### src/verilog/sadc_defs.vh
// Constants for the successive-approximation converter control block
`ifndef SADC_DEFS_VH
`define SADC_DEFS_VH
// ----------------------------------------
// Register word addresses (byte address)
// ----------------------------------------
`define SADC_ADDR_CTRL_A 8'h00
`define SADC_ADDR_CTRL_B 8'h04
`define SADC_ADDR_RES_HI 8'h08
`define SADC_ADDR_RES_LO 8'h0C
`define SADC_ADDR_FLAGS 8'h10
`define SADC_ADDR_ENABLES 8'h14
`define SADC_ADDR_IRQCTL 8'h18
`define SADC_ADDR_SLEEP 8'h1C
// ----------------------------------------
// Field positions
// ----------------------------------------
`define SADC_A_ON 0
`define SADC_A_GO 1
`define SADC_A_CHS_LO 2
`define SADC_A_CHS_HI 6
`define SADC_B_PREF_LO 0
`define SADC_B_PREF_HI 1
`define SADC_B_CS_LO 4
`define SADC_B_CS_HI 6
`define SADC_B_FMT 7
`define SADC_IRQ_GIE 7
`define SADC_IRQ_PERIPHERAL_IRQ_ENABLE 6
// ----------------------------------------
// Channel codes and clock select codes
// ----------------------------------------
`define SADC_CH_PIN_MAX 5'h0D
`define SADC_CH_TEMP 5'h1D
`define SADC_CH_FREF 5'h1F
`define SADC_CS_RC_LOW 2'h3
// ----------------------------------------
// Sequencing constants
// ----------------------------------------
`define SADC_RES_BITS 10
`define SADC_BIT_PERIODS_X2 5'h17
`define SADC_DIV_W 6
`define SADC_RC_DELAY_CYC 4'h4
`endif

### src/verilog/sadc_control.v
// Control logic of a 10-bit successive-approximation converter
// Behaviour
// - one multiplexer channel is reserved for the temperature indicator output.
// - a 10-bit result is built bit by bit and stored in the pair.
// - channel select decides which input reaches the sample-and-hold.
// - reference select chooses external reference pin or supply.
// - three-bit clock select picks divide 2 to 64 or RC clock.
// - one conversion lasts 11.5 bit periods of the chosen clock.
// - divided clocks follow the system clock; RC clock does not.
// - converter runs in sleep only with RC clock selected.
// - interrupt flag sets at every conversion end, enable or not.
// - interrupt request only when flag and enable both set.
// - converter interrupt wakes sleeping device; next instruction runs first.
// - after wake, branch to handler only if global and peripheral enabled.
// - format bit chooses left or right justified result.
// - on completion clear status, set flag, load result.
// - software clear of status aborts, storing partial result padded.
// - RC clock start is delayed one extra instruction cycle.
// - code 11101 is temperature, 11111 fixed reference, 0-13 pins.
`timescale 1ns/1ps
`include "sadc_defs.vh"
module sadc_control #(
  parameter RC_DELAY = `SADC_RC_DELAY_CYC
) (
  input wire i_core_clk,
  input wire i_resetn,
  input wire [7:0] i_wb_adr,
  input wire [31:0] i_wb_dat,
  input wire [3:0] i_wb_sel,
  input wire i_wb_we,
  input wire i_wb_cyc,
  input wire i_wb_stb,
  output reg [31:0] o_wb_dat,
  output reg o_wb_ack,
  input wire i_rc_tick,
  input wire i_comp_out,
  output reg o_sample,
  output reg [13:0] o_pin_sel,
  output reg o_temp_sel,
  output reg o_fref_sel,
  output reg o_ref_ext,
  output reg o_analog_on,
  output reg [9:0] o_dac_code,
  output reg o_irq,
  output reg o_wake,
  output reg o_vector
);
  // ----------------------------------------
  // Registers
  // ----------------------------------------
  reg converter_enable;
  reg busy;
  reg [4:0] channel_select;
  reg [1:0] positive_ref_select;
  reg [2:0] conversion_clock_select;
  reg result_format;
  reg converter_irq_flag;
  reg converter_irq_enable;
  reg global_irq_enable;
  reg peripheral_irq_enable;
  reg sleeping;
  reg [1:0] rc_sync;
  reg rc_prev;
  reg [5:0] div_cnt;
  reg [4:0] half_cnt;
  reg [9:0] sar;
  reg [3:0] bit_idx;
  reg [3:0] start_dly;
  reg started;
  reg last_bit;
  wire [7:0] res_hi;
  wire [7:0] res_lo;
  reg res_load;
  reg [9:0] res_val;
  wire wb_req;
  wire wr;
  wire use_rc;
  reg [5:0] div_max;
  reg tick;
  assign wb_req = i_wb_cyc & i_wb_stb & ~o_wb_ack;
  // Writes land on the acknowledge edge, while the master still holds the request
  assign wr = i_wb_cyc & i_wb_stb & o_wb_ack & i_wb_we & i_wb_sel[0];
  assign use_rc = (conversion_clock_select[1:0] == `SADC_CS_RC_LOW);
  // ----------------------------------------
  // Bit-period tick
  // ----------------------------------------
  // divisor decode
  always @* begin
    case (conversion_clock_select)
      3'h0: div_max = 6'h00;
      3'h4: div_max = 6'h01;
      3'h1: div_max = 6'h03;
      3'h5: div_max = 6'h07;
      3'h2: div_max = 6'h0F;
      3'h6: div_max = 6'h1F;
      default: div_max = 6'h00;
    endcase
  end
  // Tick marks half a bit period, giving the 11.5 period granularity
  always @* begin
    if (use_rc) begin
      tick = rc_sync[1] & ~rc_prev;
    end else begin
      tick = (div_cnt == div_max);
    end
  end
  always @(posedge i_core_clk or negedge i_resetn) begin
    if (!i_resetn) begin
      rc_sync <= 2'h0;
      rc_prev <= 1'b0;
      div_cnt <= 6'h00;
    end else begin
      rc_sync <= {rc_sync[0], i_rc_tick};
      rc_prev <= rc_sync[1];
      if (!busy || tick) begin
        div_cnt <= 6'h00;
      end else begin
        div_cnt <= div_cnt + 6'h01;
      end
    end
  end
  // ----------------------------------------
  // Conversion sequencer
  // ----------------------------------------
  always @(posedge i_core_clk or negedge i_resetn) begin
    if (!i_resetn) begin
      busy <= 1'b0;
      started <= 1'b0;
      start_dly <= 4'h0;
      half_cnt <= 5'h00;
      sar <= 10'h000;
      bit_idx <= 4'h0;
      last_bit <= 1'b0;
      res_load <= 1'b0;
      res_val <= 10'h000;
      converter_irq_flag <= 1'b0;
      o_sample <= 1'b0;
      o_dac_code <= 10'h000;
    end else begin
      res_load <= 1'b0;
      if (!busy) begin
        o_sample <= 1'b0;
        if (wr && i_wb_adr == `SADC_ADDR_CTRL_A && i_wb_dat[`SADC_A_GO] && converter_enable
            && (!sleeping || use_rc)) begin
          busy <= 1'b1;
          started <= 1'b0;
          start_dly <= use_rc ? RC_DELAY[3:0] : 4'h0;
          half_cnt <= 5'h00;
          sar <= 10'h200;
          bit_idx <= 4'h9;
          last_bit <= 1'b0;
          o_sample <= 1'b1;
          o_dac_code <= 10'h200;
        end
      end else if ((wr && i_wb_adr == `SADC_ADDR_CTRL_A && !i_wb_dat[`SADC_A_GO])
                   || (sleeping && !use_rc) || !converter_enable) begin
        busy <= 1'b0;
        o_sample <= 1'b0;
        if (wr && i_wb_adr == `SADC_ADDR_CTRL_A) begin
          res_load <= 1'b1;
          // All bits decided: nothing left to pad
          if (bit_idx == 4'hF) begin
            res_val <= sar;
          end else begin
            res_val <= sar & ~((10'h001 << bit_idx) - 10'h001) & ~(10'h001 << bit_idx)
                       | ({10{last_bit}} & ((10'h001 << (bit_idx + 4'h1)) - 10'h001));
          end
        end
      end else if (start_dly != 4'h0) begin
        start_dly <= start_dly - 4'h1;
      end else if (tick) begin
        half_cnt <= half_cnt + 5'h01;
        o_sample <= 1'b0;
        if (half_cnt[0] && half_cnt != 5'h01 && bit_idx != 4'hF) begin
          if (!i_comp_out) begin
            sar[bit_idx] <= 1'b0;
            last_bit <= 1'b0;
          end else begin
            last_bit <= 1'b1;
          end
          if (bit_idx != 4'h0) begin
            sar[bit_idx - 4'h1] <= 1'b1;
            o_dac_code <= (i_comp_out ? sar : sar & ~(10'h001 << bit_idx))
                          | (10'h001 << (bit_idx - 4'h1));
          end
          bit_idx <= bit_idx - 4'h1;
        end
        if (half_cnt == `SADC_BIT_PERIODS_X2 - 5'h01) begin
          busy <= 1'b0;
          res_load <= 1'b1;
          res_val <= sar;
        end
      end
      if (busy && tick && start_dly == 4'h0 && half_cnt == `SADC_BIT_PERIODS_X2 - 5'h01
          && converter_enable && !(sleeping && !use_rc)
          && !(wr && i_wb_adr == `SADC_ADDR_CTRL_A && !i_wb_dat[`SADC_A_GO])) begin
        converter_irq_flag <= 1'b1;
      end else if (wr && i_wb_adr == `SADC_ADDR_FLAGS) begin
        converter_irq_flag <= i_wb_dat[0] & converter_irq_flag;
      end
    end
  end
  sadc_result_reg u_result (
    .i_core_clk(i_core_clk),
    .i_resetn(i_resetn),
    .i_load(res_load),
    .i_value(res_val),
    .i_fmt_right(result_format),
    .o_high(res_hi),
    .o_low(res_lo)
  );
  // ----------------------------------------
  // Wishbone slave
  // ----------------------------------------
  always @(posedge i_core_clk or negedge i_resetn) begin
    if (!i_resetn) begin
      converter_enable <= 1'b0;
      channel_select <= 5'h00;
      positive_ref_select <= 2'h0;
      conversion_clock_select <= 3'h0;
      result_format <= 1'b0;
      converter_irq_enable <= 1'b0;
      global_irq_enable <= 1'b0;
      peripheral_irq_enable <= 1'b0;
      sleeping <= 1'b0;
      o_wb_ack <= 1'b0;
      o_wb_dat <= 32'h00000000;
    end else begin
      o_wb_ack <= wb_req;
      if (wr) begin
        if (i_wb_adr == `SADC_ADDR_CTRL_A) begin
          converter_enable <= i_wb_dat[`SADC_A_ON];
          channel_select <= i_wb_dat[`SADC_A_CHS_HI:`SADC_A_CHS_LO];
        end else if (i_wb_adr == `SADC_ADDR_CTRL_B) begin
          positive_ref_select <= i_wb_dat[`SADC_B_PREF_HI:`SADC_B_PREF_LO];
          conversion_clock_select <= i_wb_dat[`SADC_B_CS_HI:`SADC_B_CS_LO];
          result_format <= i_wb_dat[`SADC_B_FMT];
        end else if (i_wb_adr == `SADC_ADDR_ENABLES) begin
          converter_irq_enable <= i_wb_dat[0];
        end else if (i_wb_adr == `SADC_ADDR_IRQCTL) begin
          global_irq_enable <= i_wb_dat[`SADC_IRQ_GIE];
          peripheral_irq_enable <= i_wb_dat[`SADC_IRQ_PERIPHERAL_IRQ_ENABLE];
        end else if (i_wb_adr == `SADC_ADDR_SLEEP) begin
          sleeping <= i_wb_dat[0];
        end
      end
      if (sleeping && converter_irq_flag && converter_irq_enable) begin
        sleeping <= 1'b0;
      end
      if (i_wb_adr == `SADC_ADDR_CTRL_A) begin
        o_wb_dat <= {24'h000000, 1'b0, channel_select, busy, converter_enable};
      end else if (i_wb_adr == `SADC_ADDR_CTRL_B) begin
        o_wb_dat <= {24'h000000, result_format, conversion_clock_select, 2'h0,
                     positive_ref_select};
      end else if (i_wb_adr == `SADC_ADDR_RES_HI) begin
        o_wb_dat <= {24'h000000, res_hi};
      end else if (i_wb_adr == `SADC_ADDR_RES_LO) begin
        o_wb_dat <= {24'h000000, res_lo};
      end else if (i_wb_adr == `SADC_ADDR_FLAGS) begin
        o_wb_dat <= {31'h00000000, converter_irq_flag};
      end else if (i_wb_adr == `SADC_ADDR_ENABLES) begin
        o_wb_dat <= {31'h00000000, converter_irq_enable};
      end else if (i_wb_adr == `SADC_ADDR_IRQCTL) begin
        o_wb_dat <= {24'h000000, global_irq_enable, peripheral_irq_enable, 6'h00};
      end else if (i_wb_adr == `SADC_ADDR_SLEEP) begin
        o_wb_dat <= {31'h00000000, sleeping};
      end else begin
        o_wb_dat <= 32'h00000000;
      end
    end
  end
  // ----------------------------------------
  // Analog side and interrupt outputs
  // ----------------------------------------
  always @(posedge i_core_clk or negedge i_resetn) begin
    if (!i_resetn) begin
      o_pin_sel <= 14'h0000;
      o_temp_sel <= 1'b0;
      o_fref_sel <= 1'b0;
      o_ref_ext <= 1'b0;
      o_analog_on <= 1'b0;
      o_irq <= 1'b0;
      o_wake <= 1'b0;
      o_vector <= 1'b0;
    end else begin
      o_pin_sel <= (channel_select <= `SADC_CH_PIN_MAX) ? (14'h0001 << channel_select) : 14'h0000;
      o_temp_sel <= (channel_select == `SADC_CH_TEMP);
      o_fref_sel <= (channel_select == `SADC_CH_FREF);
      o_ref_ext <= positive_ref_select[1];
      o_analog_on <= converter_enable && (!sleeping || (use_rc && busy));
      o_irq <= converter_irq_flag & converter_irq_enable;
      o_wake <= sleeping & converter_irq_flag & converter_irq_enable;
      o_vector <= converter_irq_flag & converter_irq_enable & global_irq_enable
                  & peripheral_irq_enable;
    end
  end
endmodule // sadc_control

### src/verilog/sadc_result_reg.v
// Result register pair with left or right justification
`timescale 1ns/1ps
module sadc_result_reg (
  input wire i_core_clk,
  input wire i_resetn,
  input wire i_load,
  input wire [9:0] i_value,
  input wire i_fmt_right,
  output reg [7:0] o_high,
  output reg [7:0] o_low
);
  always @(posedge i_core_clk or negedge i_resetn) begin
    if (!i_resetn) begin
      o_high <= 8'h00;
      o_low <= 8'h00;
    end else if (i_load) begin
      if (i_fmt_right) begin
        o_high <= {6'h00, i_value[9:8]};
        o_low <= i_value[7:0];
      end else begin
        o_high <= i_value[9:2];
        o_low <= {i_value[1:0], 6'h00};
      end
    end
  end
endmodule // sadc_result_reg
### config.mk
export PLATFORM = sky130hd
export DESIGN_NAME = sadc_control
export DESIGN_NICKNAME = d
export VERILOG_FILES = /design/src/verilog/sadc_control.v /design/src/verilog/sadc_result_reg.v
export VERILOG_INCLUDE_DIRS = /design/src /design/src/verilog
export SDC_FILE = /design/constraint.sdc
export NUM_CORES = 1
export LEC_CHECK = 0
export BUFFER_PORTS_ARGS = -buffer_cell sky130_fd_sc_hd__buf_4
export CORE_ASPECT_RATIO = 0.5
export CORE_MARGIN = 3
export CORE_UTILIZATION = 38
export CTS_CLUSTER_SIZE = 28
export DETAILED_ROUTE_END_ITERATION = 7
export PLACE_DENSITY = 0.6
export SYNTH_ARGS = -nofsm -noshare
export SYNTH_HDL_FRONTEND = slang
export SYNTH_SLANG_ARGS = --single-unit
export TNS_END_PERCENT = 1
### constraint.sdc
create_clock -name i_core_clk -period 3.6 [get_ports i_core_clk]
set_input_delay 0.36 -clock i_core_clk [delete_from_list [all_inputs] [get_ports i_core_clk]]
set_output_delay 0.36 -clock i_core_clk [all_outputs]
set_load 0.005 [all_outputs]
==> results.yml, run 1 <==
run_status:
  status: "finished clean"
cells_and_area:
  fin_nets: 827
  area_growth_syn_to_layout_pct: 19.3
  layoutNonFillerInstCount: 988
  num_antenna_cells: 0
  final_cell_area_excluding_filler_cells_um2: 7620
  fraction_of_layout_instances_using_a_drive_strength_above_1_pct: 17.7
  fillCellCount: 1526
  utilization_pct: 47.8
global_routing:
  largest_net_degree_at_the_start_of_global_routing: 61
  grt_first_pass_wirelength_mm: 25.5
  first_global_vias: 4822
  grt_overflow: 0
  grt_antenna_before_repair: 0
  grt_use_total_pct: 17.3
die:
  die-area_um2: 18500
  die_h_um: 97.7
  pin_count: 116
  core-area_um2: 15900
  initial_utilization_pct: 40.1
  cell_rows: 32
  die_width_um: 189
sta:
  report.final.slew_viol_count: 0
  worst-slew-pin-transition_ps: 844
  finalClockSkew_ps: 9.46
  max_freq_mhz: 327
  setup_viol: 0
  grt_setup_unrepaired: "no"
  finalCritPeriodShare_pct: 85.0
  post-route-min-period_ps: 3060
  slew_headroom_pct: 43.7
  timing_hold_violations_final: 0
  setup-tns-final_ps: 0
pwr:
  internal_power_mw: 2.29
  p_sw_share_pct: 25.7
  cellLeakagePower_nw: 3.46
  power.net_switching_mw: 0.791
  clk_network_pwr_share_pct: 53.8
  pwr-share-seq_pct: 43.6
  vdd.ir_drop.worst_uv: 380
  power_density_nw_per_um2: 404
  comb_power_share_pct: 2.6
  totalPowerFinal_mw: 3.08
worst_setup_path:
  timing.critical_path.slowest_cell_delay_ps: 500
  criticalPathCategory: "reg -> reg"
  family_with_the_most_delay_on_the_worst_path: "compound AO/OA/AOI/OAI gates"
  critPathRequiredTime_ps: 3940
  crit_path_cell_trace: "ha_1 > nand2_1 > or3_1 > o21ai_0 > nand2_1 > ha_1 > o311ai_0 > a311o_1 > o311ai_1 > a221oi_1 > a21oi_1 > a21oi_1"
  critPathCaptureType: "register"
  timing.critical_path.buf_inv: 0
  timing.critical_path.fanout_max: 11
  critPathSlowestCell: "sky130_fd_sc_hd__dfrtp_1"
  crit_arrival_ps: 3400
  cp-start-kind: "register"
place:
  place_area_um2: 7050
  placed_cells_incl_taps: 956
  io_buffers: 64
  post-dp-hpwl_mm: 11.2
  gpl.final_weighted_congestion: 0.861
synth:
  ys_seq_elements: 119
  most_frequently_used_cell_type_in_the_post_synthesis_netlist: "sky130_fd_sc_hd__dfrtp_1"
  synthArstFlopShare_pct: 100
  synth.top_cells.by_area: "sky130_fd_sc_hd__dfrtp_1 47%, sky130_fd_sc_hd__ha_1 4.3%, sky130_fd_sc_hd__nand2_1 3.6%"
  postSynthCellCount: 692
  synth_warnings: 0
  yosysSeqAreaShare_pct: 46.6
  post_synth_num_cell_types: 66
  synth-edff-count: 0
  post-synth-top-area-fraction_pct: 46.6
  synth-main-ff-cell: "sky130_fd_sc_hd__dfrtp_1"
  synth_area_leader_cell: "sky130_fd_sc_hd__dfrtp_1"
  synth_common_cells: "119 x sky130_fd_sc_hd__dfrtp_1, 61 x sky130_fd_sc_hd__nand2_1, 59 x sky130_fd_sc_hd__nor2_1"
  postSynthAreaPerCell_um2: 9.23
  combined_area_of_all_synthesized_cells_um2: 6390
cts:
  cts-resized-gates: 0
  clkTransAtPathRegs_ps: 60
  clock_tree.buffer_depth: 2
  cts_buffers: 17
  clock_tree_from_tritoncts: "built"
  cts_hold_buf: 0
  clkLatencyLatePin_ps: 420
  cts.sinks: 119
  setup_buffers_after_cts: 0
  cts_root_buffer: "sky130_fd_sc_hd__clkbuf_16"
  cts.htree.levels: 4
hold_path:
  hold_path.class: "in -> async"
drt:
  drt_first_iter_violations: 374
  routed_via_density: 5.23
  drt-wirelength-per-cell_um: 15.8
  drt_drc_violations_left: 0
  drt-pass1-iter-count: 7
  number_of_antenna_violating_nets_in_the_routed_design: 0
  routed-via-count: 5163
  wirelength_mm: 15.6
run:
  drv_cap: 0
## layer usage
metal / up-vias / global-route usage (%) / part of all wire [%]
met5: - / 0 / 0
met4: 0 / 3.18 / 0.67
met2: 179 / 26.1 / 45
met3: 9 / 4.72 / 6.3
li1: 2523 / - / -
met1: 2452 / 25.0 / 48
## final cells by class
type	count	area, µm²	area share, %
inverter	35	131	1.72
multi-input combinational	499	3030	39.8
clock inverter	15	150	1.97
clock buffer	17	425	5.58
tap	221	277	3.63
sequential	119	2980	39.1
timing repair buffer	82	628	8.24
## final timing paths
check / end / from / cells after the start / slack [ps]
setup / recovery: res_val[6] / bit_idx[1] / 12 / 540
hold / removal: o_dac_code[2] / i_resetn / 1 / 2
setup reg to reg: res_val[6] / bit_idx[1] / 12 / 540
hold reg to reg: rc_sync[1] / rc_sync[0] / 0 / 350
max in group asynchronous: o_pin_sel[9] / i_resetn / 2 / 2800
min in group i_core_clk: rc_sync[0] / i_rc_tick / 1 / 60
## through the flow
step	hold slack (ps)	setup slack (ps)
floorplan	64.4	762
global placement	333	611
detailed placement	342	564
CTS	37.2	538
global route	36.1	212
finish	2.18	541
## cell families after synthesis
logic type,after synthesis,share of synthesized area [%]
XOR/XNOR,15,2.06
adder cells (fa/ha/maj),22,4.31
multiplexers,26,4.39
buffers and inverters,97,7.33
AO/OA/AOI/OAI,171,17.1
flip-flops,119,46.6
AND/OR/NAND/NOR,241,18.1
other,1,0.0587
## state kept, by name, indices dropped and copies added, names as in the netlist, 2 cells and up
signal                   count
u_result.o_low               8
o_wb_dat                     8
half_cnt                     5
start_dly                    4
res_val                     10
o_dac_code                  10
sar                         10
div_cnt                      6
u_result.o_high              8
bit_idx                      4
o_pin_sel                   14
positive_ref_select          2
channel_select               5
conversion_clock_select      3
rc_sync                      2
## power by group through the flow
stage / clock network (mW) / logic, mW / registers (mW)
after floorplan: 0 / 0.0397 / 1.37
after global placement: 0 / 0.0812 / 1.37
after detailed placement: 0 / 0.0815 / 1.37
after CTS: 1.68 / 0.0814 / 1.34
after global routing: 1.75 / 0.0908 / 1.34
final: 1.66 / 0.0803 / 1.34
## cells in the final DEF, fill, tap and decap left out, types with 10 or more instances in the layout
cell type	Yosys	routed
sky130_fd_sc_hd__dfrtp_1	119	119
sky130_fd_sc_hd__buf_4	24	81
sky130_fd_sc_hd__nand2_1	61	61
sky130_fd_sc_hd__nor2_1	59	59
sky130_fd_sc_hd__a21oi_1	44	44
sky130_fd_sc_hd__nand3_1	43	43
sky130_fd_sc_hd__o21ai_0	40	40
sky130_fd_sc_hd__inv_1	33	33
sky130_fd_sc_hd__conb_1	1	24
sky130_fd_sc_hd__ha_1	22	22
sky130_fd_sc_hd__nor3_1	20	20
sky130_fd_sc_hd__clkbuf_16	0	17
sky130_fd_sc_hd__mux2_2	16	16
sky130_fd_sc_hd__o31ai_1	13	12
sky130_fd_sc_hd__mux2i_1	10	10
sky130_fd_sc_hd__a31oi_1	10	10
Note: power is estimated with default switching activity, not from simulation.
==> run 2, diff against run 1 <==
--- a/config.mk
+++ b/config.mk
@@ -6,13 +6,14 @@
 export SDC_FILE = /design/constraint.sdc
 export NUM_CORES = 1
 export LEC_CHECK = 0
+export ABC_AREA = 1
 export BUFFER_PORTS_ARGS = -buffer_cell sky130_fd_sc_hd__buf_4
 export CORE_ASPECT_RATIO = 0.5
 export CORE_MARGIN = 3
 export CORE_UTILIZATION = 38
 export CTS_CLUSTER_SIZE = 28
 export DETAILED_ROUTE_END_ITERATION = 7
-export PLACE_DENSITY = 0.6
+export PLACE_DENSITY = 0.62
 export SYNTH_ARGS = -nofsm -noshare
 export SYNTH_HDL_FRONTEND = slang
 export SYNTH_SLANG_ARGS = --single-unit
==> constraint.sdc (replaced) <==
create_clock -name i_core_clk -period 2.6 [get_ports i_core_clk]
set_input_delay 0.26 -clock i_core_clk [delete_from_list [all_inputs] [get_ports i_core_clk]]
set_output_delay 0.26 -clock i_core_clk [all_outputs]
set_load 0.005 [all_outputs]
==> run 2 against run 1 <==
- count of clock-buffer cells in the layout unchanged
- routed wire length up 5.6%
- sequential share of layout area down 1.1 points
- utilization down 0.80 points
- cell area rose by 2.9%
- critical path depth unchanged
- fmax is 31% higher
- worst setup slack got worse by 280 ps
- highest routed layer unchanged
==> results.yml, run 2 <==
sta:
  setup-tns-final_ps: 0
  worst-slew-pin-transition_ps: 758
  grt_setup_unrepaired: "yes"
  hold_slack_ps: 58.1
  setup_viol: 0
  slew_headroom_pct: 49.1
  finalCritPeriodShare_pct: 89.8
  post-route-min-period_ps: 2330
  timing_hold_violations_final: 0
  max_freq_mhz: 428
  report.final.slew_viol_count: 0
  finalClockSkew_ps: 11.9
worst_setup_path:
  timing.critical_path.slowest_cell_delay_ps: 460
  critPathCaptureType: "register"
  r2r_slack_ps: 270
  critical_r2r_launch: "bit_idx[1]"
  criticalPathCategory: "reg -> reg"
  timing.critical_path.buf_inv: 4
  critPathRequiredTime_ps: 2900
  critPathSlowestCell: "sky130_fd_sc_hd__dfrtp_1"
  crit_arrival_ps: 2640
  cpMostUsedCell: "sky130_fd_sc_hd__inv_1"
  cp-start-kind: "register"
  r2r-end: "res_val[1]"
  timing.critical_path.fanout_max: 8
  crit_path_cell_trace: "inv_1 > ha_1 > inv_1 > nor2_1 > inv_1 > ha_1 > inv_1 > nor2_1 > o21ai_0 > o21ai_0 > nand2_1 > nand2_1"
  family_with_the_most_delay_on_the_worst_path: "adder cells"
  r2r_cells: 12
drt:
  wirelength_mm: 16.5
  drt_first_iter_violations: 448
  drt_drc_violations_left: 0
  routed-via-count: 5730
  number_of_antenna_violating_nets_in_the_routed_design: 0
  drt-wirelength-per-cell_um: 14.1
  routed_via_density: 4.91
  drt-pass1-iter-count: 5
cells_and_area:
  fillCellCount: 1636
  largest_register_ffs: 14
  largest-register: "o_pin_sel"
  layout.cells.most_common: "sky130_fd_sc_hd__nand2_1"
  utilization_pct: 47.0
  fin_nets: 1001
  mostFrequentLayoutCells: "239 x sky130_fd_sc_hd__nand2_1, 117 x sky130_fd_sc_hd__dfrtp_1, 81 x sky130_fd_sc_hd__inv_1"
  num_antenna_cells: 0
  fraction_of_layout_instances_using_a_drive_strength_above_1_pct: 15.1
  area_growth_syn_to_layout_pct: 19.3
  final_cell_area_excluding_filler_cells_um2: 7850
synth:
  post-synth-top-area-fraction_pct: 45.3
  synth.top_cells.by_area: "sky130_fd_sc_hd__dfrtp_1 45%, sky130_fd_sc_hd__nand2_1 14%, sky130_fd_sc_hd__o21ai_0 5.0%"
  yosysSeqAreaShare_pct: 45.3
  synth_simple_gate_area_share_pct: 28.7
  postSynthAreaPerCell_um2: 7.69
  most_frequently_used_cell_type_in_the_post_synthesis_netlist: "sky130_fd_sc_hd__nand2_1"
  synth.area.mux_share_pct: 0
  synth_area_leader_cell: "sky130_fd_sc_hd__dfrtp_1"
  post_synth_fa_ha_maj_area_fraction_pct: 4.18
  synth_common_cells: "239 x sky130_fd_sc_hd__nand2_1, 119 x sky130_fd_sc_hd__dfrtp_1, 81 x sky130_fd_sc_hd__inv_1"
  synth-main-ff-cell: "sky130_fd_sc_hd__dfrtp_1"
  dominant_combinational_cell_family_by_area_after_synthesis: "simple AND/OR/NAND/NOR gates"
  combined_area_of_all_synthesized_cells_um2: 6580
  synthArstFlopShare_pct: 100
  ys_seq_elements: 119
  synth-edff-count: 0
  synth_warnings: 0
  post_synth_num_cell_types: 43
  synth_compound_area_share_pct: 11.3
  postSynthCellCount: 856
  synth_xor_area_share_pct: 0.799
pwr:
  power_density_nw_per_um2: 548
  cellLeakagePower_nw: 3.96
  clk_network_pwr_share_pct: 54.2
  internal_power_mw: 3.25
  totalPowerFinal_mw: 4.30
  pwr-share-seq_pct: 43.2
  comb_power_share_pct: 2.6
  p_sw_share_pct: 24.4
  power.net_switching_mw: 1.05
  vdd.ir_drop.worst_uv: 376
place:
  io_buffers: 64
  gpl.final_weighted_congestion: 0.921
  place_area_um2: 7230
  post-dp-hpwl_mm: 12.1
global_routing:
  grt_first_pass_wirelength_mm: 27.1
  first_global_vias: 5494
  grt_overflow: 0
  grt_use_total_pct: 17.8
  largest_net_degree_at_the_start_of_global_routing: 55
  grt_antenna_before_repair: 0
cts:
  cts.htree.levels: 4
  clkTransAtPathRegs_ps: 60
  cts_buffers: 17
  clock_tree_from_tritoncts: "built"
  cts.sinks: 119
  setup_buffers_after_cts: 0
  clkLatencyLatePin_ps: 410
  clock_tree.buffer_depth: 2
  cts_root_buffer: "sky130_fd_sc_hd__clkbuf_16"
die:
  core-area_um2: 16700
  die-area_um2: 19000
  die_width_um: 192
  initial_utilization_pct: 39.4
  cell_rows: 33
  pin_count: 116
  die_h_um: 99.0
run_status:
  status: "finished clean"
run:
  drv_cap: 0
hold_path:
  hold_path.class: "in -> reg"
  min_from: "i_wb_dat[3]"
  whs_path_depth: 3
  whs_endpoint: "channel_select[1]"
[run 2: cell count changes after synthesis, moves of 11 or more]
cell,previous run,this run
sky130_fd_sc_hd__nand3_1,43,63
sky130_fd_sc_hd__mux2_2,16,0
sky130_fd_sc_hd__a21oi_1,44,25
sky130_fd_sc_hd__nand2_1,61,239
sky130_fd_sc_hd__o21ai_1,6,19
sky130_fd_sc_hd__inv_2,0,11
sky130_fd_sc_hd__inv_1,33,81
sky130_fd_sc_hd__o21ai_0,40,66
sky130_fd_sc_hd__clkbuf_1,28,12
sky130_fd_sc_hd__nor2_1,59,76
[run 2: cell families (layout without fill, tap and decap cells)]
kind of cell,Yosys count,in the layout
simple gates,434,434
flops,119,119
other cells,1,24
compound gates,133,133
buf+inv,141,203
fa+ha+maj,22,22
xor+xnor,6,6
[run 2: tightest hold or removal path, cell delays in order]
cell and delay [ps]:
sky130_fd_sc_hd__buf_4 80, sky130_fd_sc_hd__nand2_1 40, sky130_fd_sc_hd__nand2_1 40
[run 2: layer usage]
| metal | wire length (µm) | vias up | track usage, % |
|---|---|---|---|
| li1 | - | 2883 | - |
| met1 | 7730 | 2659 | 23.9 |
| met2 | 7540 | 167 | 29.6 |
| met3 | 967 | 21 | 2.95 |
| met4 | 214 | 0 | 5.65 |
| met5 | 0 | - | 0 |
[run 2: layout make-up]
type                    instances  area (µm²)  share of cell area [%]
multi-input cells             619        3050                    38.9
repair buffers                 75         581                    7.40
well taps                     227         284                    3.62
inverters                      96         364                    4.64
clock inverters                15         159                    2.03
flip-flops and latches        119        2980                    38.0
clock buffers                  17         425                    5.42
[run 2: power groups by stage]
stage / logic (mW) / clock network (mW) / registers [mW]
3_5_place_dp: 0.111 / 0 / 1.89
6_report: 0.112 / 2.33 / 1.86
3_3_place_gp: 0.109 / 0 / 1.89
5_1_grt: 0.127 / 2.48 / 1.86
4_1_cts: 0.114 / 2.38 / 1.86
2_1_floorplan: 0.0551 / 0 / 1.89
[run 2: worst max-delay path by stage]
| stage | cells after the start | start | endpoint |
|---|---|---|---|
| 2_1_floorplan | 14 | bit_idx[0] | res_val[8] |
| 3_3_place_gp | 15 | conversion_clock_select[1] | o_dac_code[0] |
| 3_5_place_dp | 15 | conversion_clock_select[1] | o_dac_code[6] |
| 4_1_cts | 15 | conversion_clock_select[1] | o_dac_code[3] |
| 5_1_grt | 15 | conversion_clock_select[0] | bit_idx[0] |
| 6_report | 12 | bit_idx[1] | res_val[1] |
[run 2: what timing repair did]
action,in CTS,in global routing
endpoints found under the hold margin,35,0
resized for setup,0,4
hold buffers,2,0
setup endpoints to repair,0,15
[run 2: through the flow]
| step | std cells | worst slack [ps] |
|---|---|---|
| finish | 1168 | 265 |
| global route | 1168 | -4.22 |
| CTS | 1168 | 158 |
| detailed placement | 1134 | 177 |
| global placement | 1134 | 216 |
| floorplan | 879 | 630 |
==> run 3, diff against run 2 <==
--- a/config.mk
+++ b/config.mk
@@ -6,7 +6,7 @@
 export SDC_FILE = /design/constraint.sdc
 export NUM_CORES = 1
 export LEC_CHECK = 0
-export ABC_AREA = 1
+export ABC_AREA = 0
 export BUFFER_PORTS_ARGS = -buffer_cell sky130_fd_sc_hd__buf_4
 export CORE_ASPECT_RATIO = 0.5
 export CORE_MARGIN = 3
==> run 3 against run 2 <==
- register-to-register slack got worse by 170 ps
- sequential power barely moved
- fmax fell by 6.8%
- flip-flop and latch count did not move
- worst hold slack improved by 14 ps
- via count fell by 5.2%
- global-route usage barely moved
- largest power group unchanged
==> results.yml, run 3 (synthesized netlist as in run 1, its figures left out) <==
drt:
  wirelength_mm: 16.3
  drt-pass1-iter-count: 5
  routed_via_density: 5.27
  drt_first_iter_violations: 434
  drt_drc_violations_left: 0
  routed-via-count: 5431
  number_of_antenna_violating_nets_in_the_routed_design: 0
  drt-wirelength-per-cell_um: 15.9
cells_and_area:
  largest_register_ffs: 14
  fraction_of_layout_instances_using_a_drive_strength_above_1_pct: 24.1
  area_growth_syn_to_layout_pct: 27.1
  ff_latch_area_um2: 2980
  fin_nets: 869
  multi_input_comb_area_um2: 3130
  largest-register: "o_pin_sel"
  layout.cells.most_common: "sky130_fd_sc_hd__dfrtp_1"
  num_antenna_cells: 0
  fillCellCount: 1488
  mostFrequentLayoutCells: "118 x sky130_fd_sc_hd__dfrtp_1, 115 x sky130_fd_sc_hd__buf_4, 60 x sky130_fd_sc_hd__nand2_1"
  layoutNonFillerInstCount: 1030
cts:
  cts.htree.levels: 4
  clkLatencyLatePin_ps: 420
  clock_tree.buffer_depth: 2
  cts_root_buffer: "sky130_fd_sc_hd__clkbuf_16"
  clock_tree_from_tritoncts: "built"
  clkTransAtPathRegs_ps: 60
  cts.sinks: 119
  cts_buffers: 17
pwr:
  p_sw_share_pct: 23.6
  comb_power_share_pct: 2.6
  cellLeakagePower_nw: 3.73
  vdd.ir_drop.worst_uv: 453
  internal_power_mw: 3.45
  power_density_nw_per_um2: 556
  power.net_switching_mw: 1.06
  pwr-share-seq_pct: 41.2
  clk_network_pwr_share_pct: 56.2
run_status:
  status: "finished clean"
place:
  post-dp-hpwl_mm: 11.8
  gpl.final_weighted_congestion: 0.908
  placed_cells_incl_taps: 991
  io_buffers: 64
worst_setup_path:
  r2r_slack_ps: 90
  critPathSlowestCell: "sky130_fd_sc_hd__or4_4"
  cp-start-kind: "register"
  timing.critical_path.fanout_max: 18
  cp_capture_point: "o_dac_code[6]"
  crit_arrival_ps: 2810
  critPathRequiredTime_ps: 2900
  timing.critical_path.slowest_cell_delay_ps: 460
  cp_num_cells: 10
  r2r_cells: 10
  critPathCaptureType: "register"
  criticalPathCategory: "reg -> reg"
  r2r-end: "o_dac_code[6]"
  crit_path_cell_trace: "inv_1 > buf_4 > ha_1 > nor2b_1 > o21ai_1 > o2111ai_1 > o31a_1 > or4_4 > buf_12 > a32o_1"
  timing.critical_path.buf_inv: 3
  family_with_the_most_delay_on_the_worst_path: "compound AO/OA/AOI/OAI gates"
  crit_path_start: "conversion_clock_select[1]"
  critical_r2r_launch: "conversion_clock_select[1]"
die:
  pin_count: 116
  die_width_um: 189
  core-area_um2: 15900
  die-area_um2: 18500
  die_h_um: 97.7
  initial_utilization_pct: 40.1
  cell_rows: 32
global_routing:
  first_global_vias: 5136
  grt_use_total_pct: 17.8
  grt_first_pass_wirelength_mm: 26.4
  largest_net_degree_at_the_start_of_global_routing: 47
  grt_overflow: 0
  grt_antenna_before_repair: 0
sta:
  slew_headroom_pct: 43.5
  worst-slew-pin-transition_ps: 848
  setup_viol: 0
  report.final.slew_viol_count: 0
  grt_setup_unrepaired: "yes"
  post-route-min-period_ps: 2510
  max_freq_mhz: 399
  finalCritPeriodShare_pct: 96.4
  timing_hold_violations_final: 0
  hold_slack_ps: 71.7
  finalClockSkew_ps: 11.5
run:
  drv_cap: 0
hold_path:
  hold_path.class: "in -> reg"
-- run 3: cell count changes in the layout (fill, tap and decap cells not counted), moves of 9 or more --
cell	before	now
sky130_fd_sc_hd__nand3_1	63	42
sky130_fd_sc_hd__nor2_1	76	59
sky130_fd_sc_hd__mux2i_1	0	10
sky130_fd_sc_hd__a21oi_1	25	43
sky130_fd_sc_hd__inv_1	81	32
sky130_fd_sc_hd__mux2_2	0	16
sky130_fd_sc_hd__o21ai_1	19	8
sky130_fd_sc_hd__nand2_1	239	60
sky130_fd_sc_hd__buf_4	72	115
sky130_fd_sc_hd__inv_2	11	1
sky130_fd_sc_hd__o21ai_0	66	37
sky130_fd_sc_hd__xnor2_1	0	9
sky130_fd_sc_hd__a31oi_1	0	10
-- run 3: worst register-to-register path, cell delays in order, from the launching register on --
cell and delay [ps]:
sky130_fd_sc_hd__dfrtp_1 410, sky130_fd_sc_hd__inv_1 120, sky130_fd_sc_hd__buf_4 130, sky130_fd_sc_hd__ha_1 150, sky130_fd_sc_hd__nor2b_1 50, sky130_fd_sc_hd__o21ai_1 140
sky130_fd_sc_hd__o2111ai_1 130, sky130_fd_sc_hd__o31a_1 400, sky130_fd_sc_hd__or4_4 460, sky130_fd_sc_hd__buf_12 170, sky130_fd_sc_hd__a32o_1 240
-- run 3: power by group through the flow --
stage               sequential (mW)  clock, mW  combinational (mW)
floorplan                      1.89          0              0.0549
global placement               1.89          0               0.115
detailed placement             1.89          0               0.116
CTS                            1.86       2.58               0.118
global route                   1.86       2.67               0.132
finish                         1.86       2.54               0.117
-- run 3: area by class of cell --
class	instances	share of cell area, %
multi-input combinational	499	38.5
sequential	119	36.7
timing repair buffer	124	12.0
clock buffer	17	5.24
tap	221	3.41
clock inverter	15	2.51
inverter	35	1.62
-- run 3: stage by stage --
stage | area, µm² | util (%) | total power, mW | worst slack (ps) | TNS [ps]
global placement | 7310 | 45.9 | 2.01 | 52.7 | 0
floorplan | 6480 | - | 1.95 | 14.3 | 0
detailed placement | 7310 | 45.9 | 2.01 | 7.66 | 0
CTS | 7970 | 50.0 | 4.55 | -32.4 | -92.9
finish | 8120 | 50.9 | 4.51 | 93.6 | 0
global route | 8120 | 50.9 | 4.66 | -84.0 | -110
-- run 3: how the worst min path moves through the flow --
stage	startpoint	end	slack (ps)	depth (start not counted)
detailed placement	i_resetn	o_dac_code[0]	280	1
finish	i_wb_dat[3]	channel_select[1]	70	2
global placement	i_resetn	o_dac_code[0]	280	1
CTS	i_wb_dat[3]	channel_select[1]	60	2
global route	i_wb_dat[3]	channel_select[1]	60	2
floorplan	i_resetn	bit_idx[0]	-40	0
-- run 3: layer usage --
metal	GRT usage [%]	wire length, µm	share of wire (%)
met5	0	0	0
met4	5.56	262	1.6
met3	3.60	876	5.4
met2	27.4	7480	46
met1	25.2	7720	47
-- run 3: what timing repair did --
action	4_1_cts	5_1_grt
buffers inserted	0	4
pin swaps	0	7
hold buffers	2	0
endpoints found under the setup margin	5	24
endpoints found under the hold margin	40	0
gates cloned	0	1
gates resized for setup	2	30
